===== src/udc_cfg.svh =====
// Constants for the up/down event counter block: bit positions, limits, reset values.
// Assumes inclusion by bare name from the package and design files.
`ifndef UDC_CFG_SVH
`define UDC_CFG_SVH
`define UDC_BIT_WRAP_LOW   4
`define UDC_BIT_WRAP_HIGH  4
`define UDC_CTRL_WIDTH     16
`define UDC_POS_WRAP_LOW   11
`define UDC_POS_WRAP_HIGH  12
`define UDC_POS_REACHED    13
`define UDC_POS_DOWN_ACT   14
`define UDC_POS_UP_ACT     15
`define UDC_WORD_WIDTH     16
`define UDC_TOTAL_MAX      16'sh7fff
`define UDC_TOTAL_MIN      16'sh8000
`define UDC_TOTAL_RESET    16'sh0000
`define UDC_TARGET_RESET   16'sh0000
`define UDC_NUM_COUNTERS   4
`define UDC_ADDR_WIDTH     4
`endif


===== src/udc_pkg.sv =====
// Types shared by the up/down event counter block.
// Assumes the constants header is on the include path.
`include "udc_cfg.svh"
package udc_pkg;
  // Kind of element a clear operation is aimed at
  typedef enum logic [3:0] {
    CLR_NONE    = 4'h1,
    CLR_COUNTER = 4'h2,
    CLR_TIMER   = 4'h4,
    CLR_CONTROL = 4'h8
  } udc_clr_kind_type;
  // Controller mode, one-hot
  typedef enum logic [2:0] {
    MODE_PROGRAM = 3'h1,
    MODE_RUN     = 3'h2,
    MODE_TEST    = 3'h4
  } udc_mode_type;
endpackage


===== src/udc_cell.sv =====
// One counter element: control word, target and running total, advanced once per scan.
// Assumes scan_tick pulses once per program scan and the rung inputs are steady around it.
`timescale 1ns/10ps
`include "udc_cfg.svh"
module udc_cell #(
  parameter int W = `UDC_WORD_WIDTH
) (
  input  wire logic         clk_sys,     // System clock
  input  wire logic         rstn,        // Asynchronous reset, active low
  input  wire logic         scan_tick,   // One scan step
  input  wire logic         count_up_op,   // Count-up rung condition
  input  wire logic         count_down_op, // Count-down rung condition
  input  wire logic         clear_hit,   // Clear operation aimed here
  input  wire logic         mode_entry,  // Entering run or test mode
  input  wire logic         target_we,   // Load a new target
  input  wire logic [W-1:0] target_in,   // Target value to load
  output logic [W-1:0]      running_total, // Signed running total
  output logic [W-1:0]      target,        // Signed target value
  output logic [15:0]       ctrl_word      // Status flags
);
  // All state of the cell
  typedef struct packed {
    logic [W-1:0] total;
    logic [W-1:0] tgt;
    logic         up_prev;
    logic         dn_prev;
    logic         wrap_high_flag;
    logic         wrap_low_flag;
    logic         reached_flag;
    logic         up_active_flag;
    logic         down_active_flag;
  } udc_cell_state_type;

  udc_cell_state_type st;       // Registered state
  udc_cell_state_type next_st;  // Next state

  logic         up_edge;        // False-to-true on the up rung
  logic         dn_edge;        // False-to-true on the down rung
  logic [W-1:0] sum;            // Total after this scan's counts

  // Next state; clear beats counting, and the reached flag tracks the new total
  always_comb begin
    next_st = st;
    up_edge = count_up_op && !st.up_prev;
    dn_edge = count_down_op && !st.dn_prev;
    sum     = st.total;
    if (target_we) begin
      next_st.tgt = target_in;
    end
    if (scan_tick) begin
      // Rung history updates every scan so edges are never counted twice
      next_st.up_prev = count_up_op;
      next_st.dn_prev = count_down_op;
      if (clear_hit) begin
        // Clear zeroes total and all flags but reached, which is set when the target is at or below zero, even with the rung enabled
        next_st.total            = `UDC_TOTAL_RESET;
        next_st.wrap_high_flag   = 1'b0;
        next_st.wrap_low_flag    = 1'b0;
        next_st.up_active_flag   = 1'b0;
        next_st.down_active_flag = 1'b0;
        next_st.reached_flag     = ($signed(next_st.tgt) <= 0);
      end else begin
        if (up_edge) begin
          if (sum == `UDC_TOTAL_MAX) begin
            next_st.wrap_high_flag = 1'b1;
          end
          sum = sum + 1'b1;
          if ($signed(sum) >= $signed(`UDC_TOTAL_MAX) || st.total == `UDC_TOTAL_MAX) begin
            next_st.wrap_low_flag = 1'b0;
          end
        end
        if (dn_edge) begin
          if (sum == `UDC_TOTAL_MIN) begin
            next_st.wrap_low_flag = 1'b1;
          end
          if (sum == `UDC_TOTAL_MIN && st.wrap_high_flag) begin
            next_st.wrap_high_flag = 1'b0;
          end
          sum = sum - 1'b1;
        end
        next_st.total            = sum;
        next_st.up_active_flag   = count_up_op;
        next_st.down_active_flag = count_down_op;
        next_st.reached_flag     = ($signed(sum) >= $signed(next_st.tgt));
      end
    end
    if (mode_entry) begin
      next_st.up_active_flag = 1'b1;
    end
  end

  // Register the state; reset only at first power, the cell otherwise retains
  always_ff @(posedge clk_sys or negedge rstn) begin
    if (!rstn) begin
      st <= '0;
    end else begin
      st <= next_st;
    end
  end

  assign running_total = st.total;
  assign target        = st.tgt;
  // Three-word element: control word carries the flags
  always_comb begin
    ctrl_word = 16'h0000;
    ctrl_word[`UDC_POS_WRAP_LOW]  = st.wrap_low_flag;
    ctrl_word[`UDC_POS_WRAP_HIGH] = st.wrap_high_flag;
    ctrl_word[`UDC_POS_REACHED]   = st.reached_flag;
    ctrl_word[`UDC_POS_DOWN_ACT]  = st.down_active_flag;
    ctrl_word[`UDC_POS_UP_ACT]    = st.up_active_flag;
  end
endmodule


===== src/udc_top.sv =====
// Bank of up/down event counters with a shared clear operation, plus one timer and one
// control element that the clear also reaches. Assumes rung inputs are synchronous.
`timescale 1ns/10ps
`include "udc_cfg.svh"

module udc_top #(
  parameter int N  = `UDC_NUM_COUNTERS,
  parameter int AW = `UDC_ADDR_WIDTH,
  parameter int W  = `UDC_WORD_WIDTH
) (
  input  wire logic                     clk_sys,       // System clock, 50 MHz
  input  wire logic                     rstn,          // Asynchronous reset, active low
  input  wire logic                     scan_tick,     // One program scan
  input  wire logic [N-1:0]             count_up_op,   // Count-up rung per counter
  input  wire logic [N-1:0]             count_down_op, // Count-down rung per counter
  input  wire logic                     clear_op,      // Clear operation enabled
  input  wire udc_pkg::udc_clr_kind_type clear_kind,   // Kind of element targeted
  input  wire logic [AW-1:0]            clear_addr,    // Element address targeted
  input  wire udc_pkg::udc_mode_type    mode_req,      // Requested controller mode
  input  wire logic                     target_we,     // Target write strobe
  input  wire logic [AW-1:0]            target_addr,   // Counter for target write
  input  wire logic [W-1:0]             target_in,     // Target value
  input  wire logic [AW-1:0]            read_addr,     // Counter to show
  input  wire logic                     timer_run,     // Timer rung, counts scans
  input  wire logic                     ctl_step,      // Control element step
  output logic [15:0]                   ctrl_out,      // Control word of shown counter
  output logic [W-1:0]                  target_out,    // Target of shown counter
  output logic [W-1:0]                  total_out,     // Total of shown counter
  output logic [W-1:0]                  timer_total,   // Timer running total
  output logic [2:0]                    timer_flags,   // Done, timing, enable
  output logic [W-1:0]                  ctl_pointer,   // Control element pointer
  output logic [7:0]                    ctl_flags      // En, unload-en, done, vacant, fault, unload, hold, found
);
  // All registered state of the top
  typedef struct packed {
    udc_pkg::udc_mode_type mode;
    logic [15:0]  ctrl;
    logic [W-1:0] tgt;
    logic [W-1:0] tot;
    logic [W-1:0] tmr_total;
    logic [2:0]   tmr_flags;
    logic [W-1:0] ptr;
    logic [7:0]   cflags;
  } udc_top_state_type;

  udc_top_state_type st;       // Registered state
  udc_top_state_type next_st;  // Next state

  logic [N-1:0]       clr_hit;      // Per-counter clear decode
  logic [N-1:0]       twe;          // Per-counter target write
  logic               mode_entry;   // Entering run or test
  logic [N*16-1:0]    cw_all;       // Control words flattened
  logic [N*W-1:0]     tg_all;       // Targets flattened
  logic [N*W-1:0]     tt_all;       // Totals flattened
  logic               tmr_hit;      // Clear aimed at the timer
  logic               ctl_hit;      // Clear aimed at the control element

  // Mode entry: a change into run or test from any other mode
  assign mode_entry = (mode_req != st.mode) &&
                      (mode_req == udc_pkg::MODE_RUN || mode_req == udc_pkg::MODE_TEST);
  assign tmr_hit = clear_op && clear_kind == udc_pkg::CLR_TIMER && clear_addr == '0;
  assign ctl_hit = clear_op && clear_kind == udc_pkg::CLR_CONTROL && clear_addr == '0;

  // Counter bank; each cell is one three-word element
  genvar g;
  generate
    for (g = 0; g < N; g++) begin : g_cell
      assign clr_hit[g] = clear_op && clear_kind == udc_pkg::CLR_COUNTER
                          && clear_addr == AW'(g);
      assign twe[g] = target_we && target_addr == AW'(g);
      udc_cell #(.W(W)) u_cell (
        .clk_sys       (clk_sys),
        .rstn          (rstn),
        .scan_tick     (scan_tick),
        .count_up_op   (count_up_op[g]),
        .count_down_op (count_down_op[g]),
        .clear_hit     (clr_hit[g]),
        .mode_entry    (mode_entry),
        .target_we     (twe[g]),
        .target_in     (target_in),
        .running_total (tt_all[g*W +: W]),
        .target        (tg_all[g*W +: W]),
        .ctrl_word     (cw_all[g*16 +: 16])
      );
    end
  endgenerate

  // Next state: read-back mux, timer and control element upkeep
  always_comb begin
    next_st = st;
    next_st.mode = mode_req;
    // Out-of-range read address shows zeros
    next_st.ctrl = 16'h0000;
    next_st.tgt  = '0;
    next_st.tot  = '0;
    for (int i = 0; i < N; i++) begin
      if (read_addr == AW'(i)) begin
        next_st.ctrl = cw_all[i*16 +: 16];
        next_st.tgt  = tg_all[i*W +: W];
        next_st.tot  = tt_all[i*W +: W];
      end
    end
    // Simple scan-counting timer; flags are done, timing, enable
    if (scan_tick) begin
      if (tmr_hit) begin
        next_st.tmr_total = '0;
        next_st.tmr_flags = 3'h0;
      end else begin
        next_st.tmr_flags[0] = timer_run;
        if (timer_run && st.tmr_total != `UDC_TOTAL_MAX) begin
          next_st.tmr_total = st.tmr_total + 1'b1;
        end
        next_st.tmr_flags[1] = timer_run;
      end
      // Control element: clear keeps hold and found bits
      if (ctl_hit) begin
        next_st.ptr          = '0;
        next_st.cflags[5:0]  = 6'h00;
      end else if (ctl_step) begin
        next_st.ptr       = st.ptr + 1'b1;
        next_st.cflags[0] = 1'b1;
      end
    end
  end

  // Register all state
  always_ff @(posedge clk_sys or negedge rstn) begin
    if (!rstn) begin
      st <= '{mode: udc_pkg::MODE_PROGRAM, default: '0};
    end else begin
      st <= next_st;
    end
  end

  // Outputs straight from flip-flops
  assign ctrl_out    = st.ctrl;
  assign target_out  = st.tgt;
  assign total_out   = st.tot;
  assign timer_total = st.tmr_total;
  assign timer_flags = st.tmr_flags;
  assign ctl_pointer = st.ptr;
  assign ctl_flags   = st.cflags;
endmodule


===== config.mk =====
export PLATFORM = sky130hd
export DESIGN_NAME = udc_top
export DESIGN_NICKNAME = d
export VERILOG_FILES = /design/src/udc_pkg.sv /design/src/udc_cell.sv /design/src/udc_top.sv
export VERILOG_INCLUDE_DIRS = /design/src /design/src/src
export SDC_FILE = /design/constraint.sdc
export NUM_CORES = 1
export LEC_CHECK = 0
export ABC_AREA = 1
export BUFFER_PORTS_ARGS = -buffer_cell sky130_fd_sc_hd__buf_2
export CAP_MARGIN = 15
export CELL_PAD_IN_SITES_DETAIL_PLACEMENT = 0
export CELL_PAD_IN_SITES_GLOBAL_PLACEMENT = 1
export CORE_MARGIN = 2
export CORE_UTILIZATION = 48
export CTS_CLUSTER_DIAMETER = 60
export CTS_CLUSTER_SIZE = 24
export DETAILED_ROUTE_END_ITERATION = 10
export PLACE_DENSITY = 0.9
export SLEW_MARGIN = 20
export SYNTH_ARGS = -nofsm -noshare
export SYNTH_HDL_FRONTEND = slang
export SYNTH_SLANG_ARGS = --single-unit

===== constraint.sdc =====
create_clock -name clk_sys -period 8.9 [get_ports clk_sys]
set_clock_uncertainty 0.05 [all_clocks]
set_input_delay 0 -clock clk_sys [delete_from_list [all_inputs] [get_ports clk_sys]]
set_output_delay 0 -clock clk_sys [all_outputs]
set_load 0.1 [all_outputs]

==> impl_summary.txt, run 1 <==
----------------------------------------------------
[Run status]
  Status ... complete, no violations

[Layout]
  Fraction of layout instances using a drive strength above 1 ... approximately 11%
  Post-synthesis to final-layout area growth ... 11.05%
  Final antenna diode count ... 0
  Area used by multi-input combinational logic ... ~0.009 mm2
  Leading cell type in the layout, fill and taps excluded ... nand2_1
  Layout fillers ... 3376
  Storage cell area ... roughly 0.0058 mm2
  Most frequent cells in the layout ... 621 x nand2_1, 351 x inv_1, 229 x dfrtp_1
  Final #Nets ... around 2600

[Critical path]
  Crit-path max cell delay ... just under 700 ps
  Crit path top cell by count ... nand2_1
  Req. time, crit path ... between 9000 and 10000 ps
  Peak fanout along the critical path ... 21
  Kind of end point of the critical path ... flop
  List of cells traversed by the critical path ... inv_1, nand2_1, clkinv_1, o21ai_1, nand2_1, nand3_1, inv_1, nand2_2, nor2_1, nand2_1, xor2_1, ha_1, a21oi_1, o21ai_0, a21oi_1, nand2_1, or2_2, nand3_1, nand2_1, nand3_1
  CP arrival ... around 4600 ps
  Startpoint Class ... flop
  Type of the worst setup path ... flop to flop
  Cell with the largest stage delay on the worst path ... clkinv_1

[Global route]
  Global routing usage summed across all routing layers ... between 20% and 30%
  Number of global-route vias before repair ... 15210
  Initial antenna violation count ... 0
  Maximum number of pins on one net before global-route repair ... 108
  First-pass GRT wire length ... ~83 mm
  Total grt overflow ... 0

[Placed design]
  Number of buffers added on ports ... about 120
  Post-detailed-placement half-perimeter wirelength ... around 41 mm
  Routability-driven placement congestion ratio ... 0.9306

[Die]
  Die Width ... between 150 and 200 um
  Core area ... between 0.03 and 0.04 mm2
  Vertical die dimension ... approximately 190 um
  Number of core rows ... 68
  Top-Level Pins ... between 100 and 150
  Area of the die ... between 0.03 and 0.04 mm2
  Starting Density ... between 40% and 50%

[Pwr]
  Final total power ... between 4 and 5 mW
  Static power due to leakage ... 9.636 nW
  Maximum vdd ir drop ... approximately 270 uV
  Total power density per cell area ... between 200 and 300 mW/mm2

[Clocking]
  H-Tree Depth ... 1
  Reg clk slew, reported paths ... ~90 ps
  Master cell of the clock root buffer ... clkbuf_16
  PostCTS Resize Cnt ... 0
  Sink count of the clock tree ... between 200 and 250
  Clock tree from TritonCTS ... built
  Clk Latency, worst-skew pair ... between 500 and 600 ps
  Post-CTS repair timing setup buffer count ... 0
  Maximum buffer depth of the clock tree ... 3
  Number of clock buffers inserted by TritonCTS ... 24

[Logic synthesis]
  Cell count after synthesis ... about 2400
  YS warnings ... 0
  Area of the mapped netlist ... 0.01700 mm2
  Count of different cell masters after synthesis ... 58
  Proportion of register bits with asynchronous set or reset after synthesis ... 100.0%
  Dominant synthesized flop cell ... dfrtp_1
  Syn Area/Cell ... between 7 and 8 um2
  EDFF count, synth ... 0
  Seq/Total Area, Yosys ... 33.86%
  FF+latch count, synth ... 230

[Route]
  1st-iter DRT viols ... about 1400
  Routed wire per std cell ... around 18 um
  Number of vias in the routed layout ... 16270
  Routed vias/inst ... approximately 5.4
  Routed wire length ... roughly 53 mm
  Post-route DRC violation count ... 0
  Antenna Violating Nets Remaining ... 0
  Number of search-and-repair iterations in the first detailed-routing pass ... 6

[STA]
  RSZ-0062 raised after global routing ... no
  Final-report max-slew violation count ... 0
  Fmax achieved ... between 200 and 250 MHz
  Final min period ... between 4000 and 5000 ps
  Max-slew headroom ... 25.77%
  Tightest Pin Transition ... 1109 ps
  Part of the cycle the worst path needs ... about 47%
  Total negative slack for setup checks ... 0 ps
  Final hold vios ... 0
  Final count of negative-setup-slack endpoints ... 0

[Run]
  Maxcap violations ... 0

[Min path]
  Path category of the worst min-delay check ... input port to flop

----------------------------------------------------
[synth_stat cells (all sizes together) (5+ instances only)]
library cell	instances	area (um2)
a21oi	51	255.2
a31oi	36	225.2
and2	6	37.54
buf	106	759.5
clkbuf	43	161.4
clkinv	7	26.28
dfrtp	229	5731
ha	86	1076
inv	366	1374
nand2	634	2417
nand3	175	915.9
nand4	65	412.9
nor2	195	849.6
nor3	35	206.5
nor4	15	115.1
o21a	13	97.59
o21ai	199	1049
o22ai	59	369.1
or2	6	37.53
xnor2	5	43.79
xor2	56	498.0
[worst max-delay path, delay by kind of cell (launching register included)]
kind	cells	cell delay [ps]
xor gates and xnor gates	1	240
and+or+nand+nor	11	1750
buffers and inverters	3	840
adders and majority gates	1	290
AOI/OAI and AO/OA	4	610
DFF	1	330
[logic make-up after synthesis]
group | count (synthesis) | share of synthesized area, %
AND/OR/NAND/NOR | 1140 | 29.74
flip-flops | 230 | 33.86
adder cells (fa/ha/maj) | 86 | 6.329
AO/OA/AOI/OAI | 385 | 13.03
multiplexers | 3 | 0.1766
other | 1 | 0.02206
buffers and inverters | 522 | 13.65
XOR/XNOR | 61 | 3.186
[final cells by class]
type | instances | area share (%)
Timing Repair Buffer | 190 | 6.706
Multi-Input combinational cell | 1694 | 47.70
Clock inverter | 19 | 1.358
Sequential cell | 230 | 30.49
Clock buffer | 25 | 3.313
Tap cell | 455 | 3.015
Inverter | 373 | 7.415
[registers in the layout, indices dropped and copies added, names as in the netlist]
signal / count
g_cell.u_cell.running_total: 64
g_cell.u_cell.target: 64
g_cell.u_cell.ctrl_word: 20
ctl_pointer: 16
target_out: 16
timer_total: 16
total_out: 16
g_cell.u_cell.st: 8
ctrl_out: 5
st: 3
ctl_flags: 1
timer_flags: 1
[path summary, 6_finish.rpt]
path                       slack, ps                                       start  cells after the start                                        endpoint
setup / recovery                4750          g_cell[3].u_cell.st[6]$_DFFE_PN0P_                     20      g_cell[3].u_cell.ctrl_word[13]$_DFFE_PN0P_
hold / removal                    30                               clear_kind[2]                      6                     timer_total[11]$_DFFE_PN0P_
setup reg to reg                4750          g_cell[3].u_cell.st[6]$_DFFE_PN0P_                     20      g_cell[3].u_cell.ctrl_word[13]$_DFFE_PN0P_
hold reg to reg                  440  g_cell[3].u_cell.ctrl_word[12]$_DFFE_PN0P_                      2      g_cell[3].u_cell.ctrl_word[12]$_DFFE_PN0P_
max in group asynchronous       7320                                        rstn                      3                      timer_total[8]$_DFFE_PN0P_
min in group asynchronous         80                                        rstn                      2  g_cell[0].u_cell.running_total[10]$_DFFE_PN0P_
[layer usage]
layer / wire length [um] / vias to the layer above / track usage (%)
met5: 0 / - / 0
met2: 22930 / 591 / 44.71
met1: 24220 / 7613 / 40.76
met4: 1855 / 0 / 10.16
li1: - / 7976 / -
met3: 3674 / 87 / 3.618
[metrics by stage]
stage | instances | worst slack (ps) | hold WS [ps] | util, % | area, um2
2_1_floorplan | 2446 | 5676 | -345.6 | - | 17070
3_3_place_gp | 2889 | 4856 | 66.08 | 50.31 | 17460
3_5_place_dp | 2889 | 4755 | 66.66 | 50.31 | 17460
4_1_cts | 2986 | 4756 | 14.02 | 54.38 | 18880
5_1_grt | 2986 | 4216 | 36.95 | 54.39 | 18880
6_report | 2986 | 4752 | 33.87 | 54.39 | 18880
[power by group]
| group | internal, mW | switching, mW | total (mW) |
|---|---|---|---|
| combinational | 0.579 | 1.54 | 2.12 |
| clock | 0.585 | 0.532 | 1.12 |
| sequential | 1.25 | 0.234 | 1.49 |
| total | 2.42 | 2.30 | 4.72 |
[repair_timing]
item	CTS	global route
endpoints found under the setup margin	0	0
endpoints found under the hold margin	220	0
hold buffers	53	0
(Power assumes the default switching activity.)
==> run 2: changes to the inputs <==
--- a/config.mk
+++ b/config.mk
@@ -6,17 +6,17 @@
 export SDC_FILE = /design/constraint.sdc
 export NUM_CORES = 1
 export LEC_CHECK = 0
-export ABC_AREA = 1
+export ABC_AREA = 0
 export BUFFER_PORTS_ARGS = -buffer_cell sky130_fd_sc_hd__buf_2
 export CAP_MARGIN = 15
 export CELL_PAD_IN_SITES_DETAIL_PLACEMENT = 0
 export CELL_PAD_IN_SITES_GLOBAL_PLACEMENT = 1
 export CORE_MARGIN = 2
-export CORE_UTILIZATION = 48
+export CORE_UTILIZATION = 43
 export CTS_CLUSTER_DIAMETER = 60
 export CTS_CLUSTER_SIZE = 24
 export DETAILED_ROUTE_END_ITERATION = 10
-export PLACE_DENSITY = 0.9
+export PLACE_DENSITY = 0.81
 export SLEW_MARGIN = 20
 export SYNTH_ARGS = -nofsm -noshare
 export SYNTH_HDL_FRONTEND = slang
==> constraint.sdc (replaced) <==
create_clock -name clk_sys -period 3.34 [get_ports clk_sys]
set_clock_uncertainty 0.05 [all_clocks]
set_input_delay 0 -clock clk_sys [delete_from_list [all_inputs] [get_ports clk_sys]]
set_output_delay 0 -clock clk_sys [all_outputs]
set_load 0.1 [all_outputs]
==> run 2 against run 1 <==
Compared with the run above: the flow now finishes with violations (setup timing); setup slack got worse by 5200 ps; first-iteration DRC count decreased by 21%; synthesized cell count decreased by 25%; wire length increased by 7.1%; non-clock buffer count increased by 375; power increased to 3.1 times the previous value; clock power increased to 2.6 times the previous value; flip-flop and latch count unchanged; cell count decreased by 6.9%; largest cell class unchanged.
==> impl_summary.txt, run 2 <==
----------------------------------------------------
[STA]
  Fin Hold WS ... roughly 33 ps
  Worst path setup slack after routing ... -477.4 ps
  Fmax achieved ... ~260 MHz
  Final count of negative-setup-slack endpoints ... 4
  RSZ-0062 raised after global routing ... yes
  Tightest Pin Transition ... a little over 1000 ps
  Max-slew headroom ... about 32%
  Part of the cycle the worst path needs ... 114.3%
  Final min period ... 3817 ps
  Final hold vios ... 0
  Final-report max-slew violation count ... 0

[Route]
  Routed wire length ... approximately 56 mm
  1st-iter DRT viols ... approximately 1100
  Number of vias in the routed layout ... 15650
  Antenna Violating Nets Remaining ... 0
  Post-route DRC violation count ... 0
  Routed wire per std cell ... about 20 um
  Routed vias/inst ... 5.628
  Number of search-and-repair iterations in the first detailed-routing pass ... 6

[Layout]
  Util after Layout ... a little under three fifths
  Post-synthesis to final-layout area growth ... 31.37%
  Storage cell area ... roughly 0.0058 mm2
  Final #Nets ... between 2000 and 2500
  Layout fillers ... approximately 3400
  Final antenna diode count ... 0
  Filler-free cell count of the finished design ... about 2800
  Most frequent cells in the layout ... 385 x buf_4, 222 x dfrtp_1, 119 x buf_2
  Leading cell type in the layout, fill and taps excluded ... buf_4
  Area used by multi-input combinational logic ... 0.01003 mm2
  Fraction of layout instances using a drive strength above 1 ... around a third

[Pwr]
  Final total power ... 14.42 mW
  Static power due to leakage ... 10.37 nW
  Total power density per cell area ... 658.3 mW/mm2
  Maximum vdd ir drop ... ~320 uV

[Clocking]
  Reg clk slew, reported paths ... around 60 ps
  Sink count of the clock tree ... 230
  Master cell of the clock root buffer ... clkbuf_16
  H-Tree Depth ... 1
  Clk Latency, worst-skew pair ... between 500 and 600 ps
  Number of clock buffers inserted by TritonCTS ... 26
  Maximum buffer depth of the clock tree ... 3
  Clock tree from TritonCTS ... built

[Logic synthesis]
  Cell count after synthesis ... about 1800
  Combinational family with the most area after synthesis ... simple AND/OR/NAND/NOR gates
  Adder-cell area share of the yosys netlist ... between 6 and 7%
  Dominant cell type by area after synthesis ... dfrtp_1
  Top cell type's share of synthesized area ... roughly 34%
  YS warnings ... 0
  Multiplexer share of the synthesized area ... around 6.0%
  Dominant synthesized flop cell ... dfrtp_1
  Syn Area/Cell ... ~9 um2
  Simple-Gate Fraction of Synth Area ... 20.45%
  Synth cell count leaders ... 229 x dfrtp_1, 113 x inv_1, 113 x nand2_1
  FF+latch count, synth ... 230
  Area of the mapped netlist ... 0.01668 mm2
  Share of the synthesized area in compound gates (AO/OA/AOI/OAI) ... between 10% and 20%
  Area share of xor/xnor cells in the synthesized design ... 7.390%
  Top area cells in the synthesized netlist ... dfrtp_1 34%, ha_1 6.5%, mux2i_1 4.6%
  Seq/Total Area, Yosys ... between 30 and 40%
  EDFF count, synth ... 0
  Proportion of register bits with asynchronous set or reset after synthesis ... 100.0%
  Count of different cell masters after synthesis ... about 110
  Most repeated cell in the gate-level netlist after synthesis ... dfrtp_1

[Global route]
  Global routing usage on met1 ... between 30% and 40%
  First-pass GRT wire length ... 87.07 mm
  Initial antenna violation count ... 1
  Total grt overflow ... 0
  Met2 Track Usage GR ... ~45%
  Most congested layer reported by global routing ... met2
  Global routing usage summed across all routing layers ... around 27%
  Maximum number of pins on one net before global-route repair ... 111
  Number of global-route vias before repair ... approximately 16000
  Met3 demand-to-capacity share in global routing ... under 10%

[Die]
  Die Width ... 200.9 um
  Vertical die dimension ... between 200 and 250 um
  Starting Density ... a little over two fifths
  Area of the die ... roughly 0.04 mm2
  Number of core rows ... slightly above 70
  Top-Level Pins ... about 140
  Core area ... just under 0.04 mm2

[Run status]
  Status ... finished with violations
  Violated checks ... setup timing

[Run]
  Maxcap violations ... 0

[Critical path]
  Kind of end point of the critical path ... flop
  Peak fanout along the critical path ... 5
  Type of the worst setup path ... flop to flop
  Req. time, crit path ... 3710 ps
  Startpoint Class ... flop
  CP arrival ... roughly 4200 ps

[Placed design]
  # placed instances ... about 2700
  Routability-driven placement congestion ratio ... about 0.94
  Post-detailed-placement half-perimeter wirelength ... 42.16 mm
  Number of buffers added on ports ... ~120
  Post-Place Setup Slack ... -516.0 ps

[Min path]
  Path category of the worst min-delay check ... input port to flop

----------------------------------------------------
-- run 2: cell count changes in the layout (fill, tap and decap cells not counted), sizes merged, moves of 40 or more --
cell   previous run  this run
nand2           634       114
o21ai           199       104
nor2            195       112
inv             377       120
a22o              2        42
o22ai            59         3
mux2i             3        77
buf             137       518
xnor2             5        83
nand3           175        99
-- run 2: path summary, 6_finish.rpt --
path | startpoint | to | slack, ps | depth (start not counted)
setup / recovery | g_cell[2].u_cell.running_total[0]$_DFFE_PN0P_ | g_cell[2].u_cell.ctrl_word[13]$_DFFE_PN0P_ | -480 | 19
hold / removal | target_addr[1] | g_cell[0].u_cell.target[5]$_DFF_PN0_ | 30 | 5
setup reg to reg | g_cell[2].u_cell.running_total[0]$_DFFE_PN0P_ | g_cell[2].u_cell.ctrl_word[13]$_DFFE_PN0P_ | -480 | 19
hold reg to reg | g_cell[0].u_cell.ctrl_word[14]$_DFFE_PN0P_ | g_cell[0].u_cell.ctrl_word[14]$_DFFE_PN0P_ | 450 | 1
max in group asynchronous | rstn | g_cell[0].u_cell.target[9]$_DFF_PN0_ | 2270 | 3
min in group asynchronous | rstn | ctrl_out[14]$_DFF_PN0_ | 90 | 2
-- run 2: logic make-up after synthesis --
family | count (synthesis)
simple gates | 609
compound gates | 357
buf+inv | 311
flops | 230
xor+xnor | 139
mux | 97
fa+ha+maj | 86
other cells | 1
-- run 2: cell type report --
cell class / count / area share [%]
clock buffers: 28 / 3.101
clock inverters: 17 / 0.8110
multi-input cells: 1307 / 45.79
repair buffers: 565 / 19.04
flip-flops and latches: 230 / 26.32
well taps: 518 / 2.958
inverters: 115 / 1.982
-- run 2: timing repair --
action                                  in CTS  in global routing
cloned                                       0                  0
hold buffers                                47                  0
gates resized for setup                     37                 68
pin swaps                                   17                 44
setup buffers                               13                 20
endpoints found under the hold margin      224                  0
endpoints found under the setup margin       4                  4
-- run 2: per-stage QoR --
step                cell area [um2]  setup TNS [ps]
floorplan                     16920          -875.7
global placement              19810           -1626
detailed placement            19810           -1920
CTS                           21390           -1439
global route                  21910           -2038
finish                        21910           -1405
-- run 2: where the power goes --
part           internal [mW]  switching [mW]  leakage (nW)
registers               3.34           0.574          2.91
logic                   3.34            4.27          7.04
clock network           1.59            1.31         0.420
-- run 2: critical path: stages, from the launching register on --
cell       delay (ps)
dfrtp_2           430
inv_2              80
ha_4              270
nand2_2            40
o21ai_2            70
ha_2              190
nand2_2            50
nand4b_1          340
nor2_4            290
nand3_2           130
o2bb2ai_4         170
xor2_1            160
ha_1              310
and4_1            170
a21oi_1           120
nand2_1            80
a211oi_2          220
mux2_4            340
nor3_4            120
a211oi_2           50
-- run 2: routing by layer --
metal  share of wire (%)  up-vias
met4                 4.7        2
met3                 5.7      130
li1                    -     7299
met2                  47      518
met5               0.019        -
met1                  43     7698
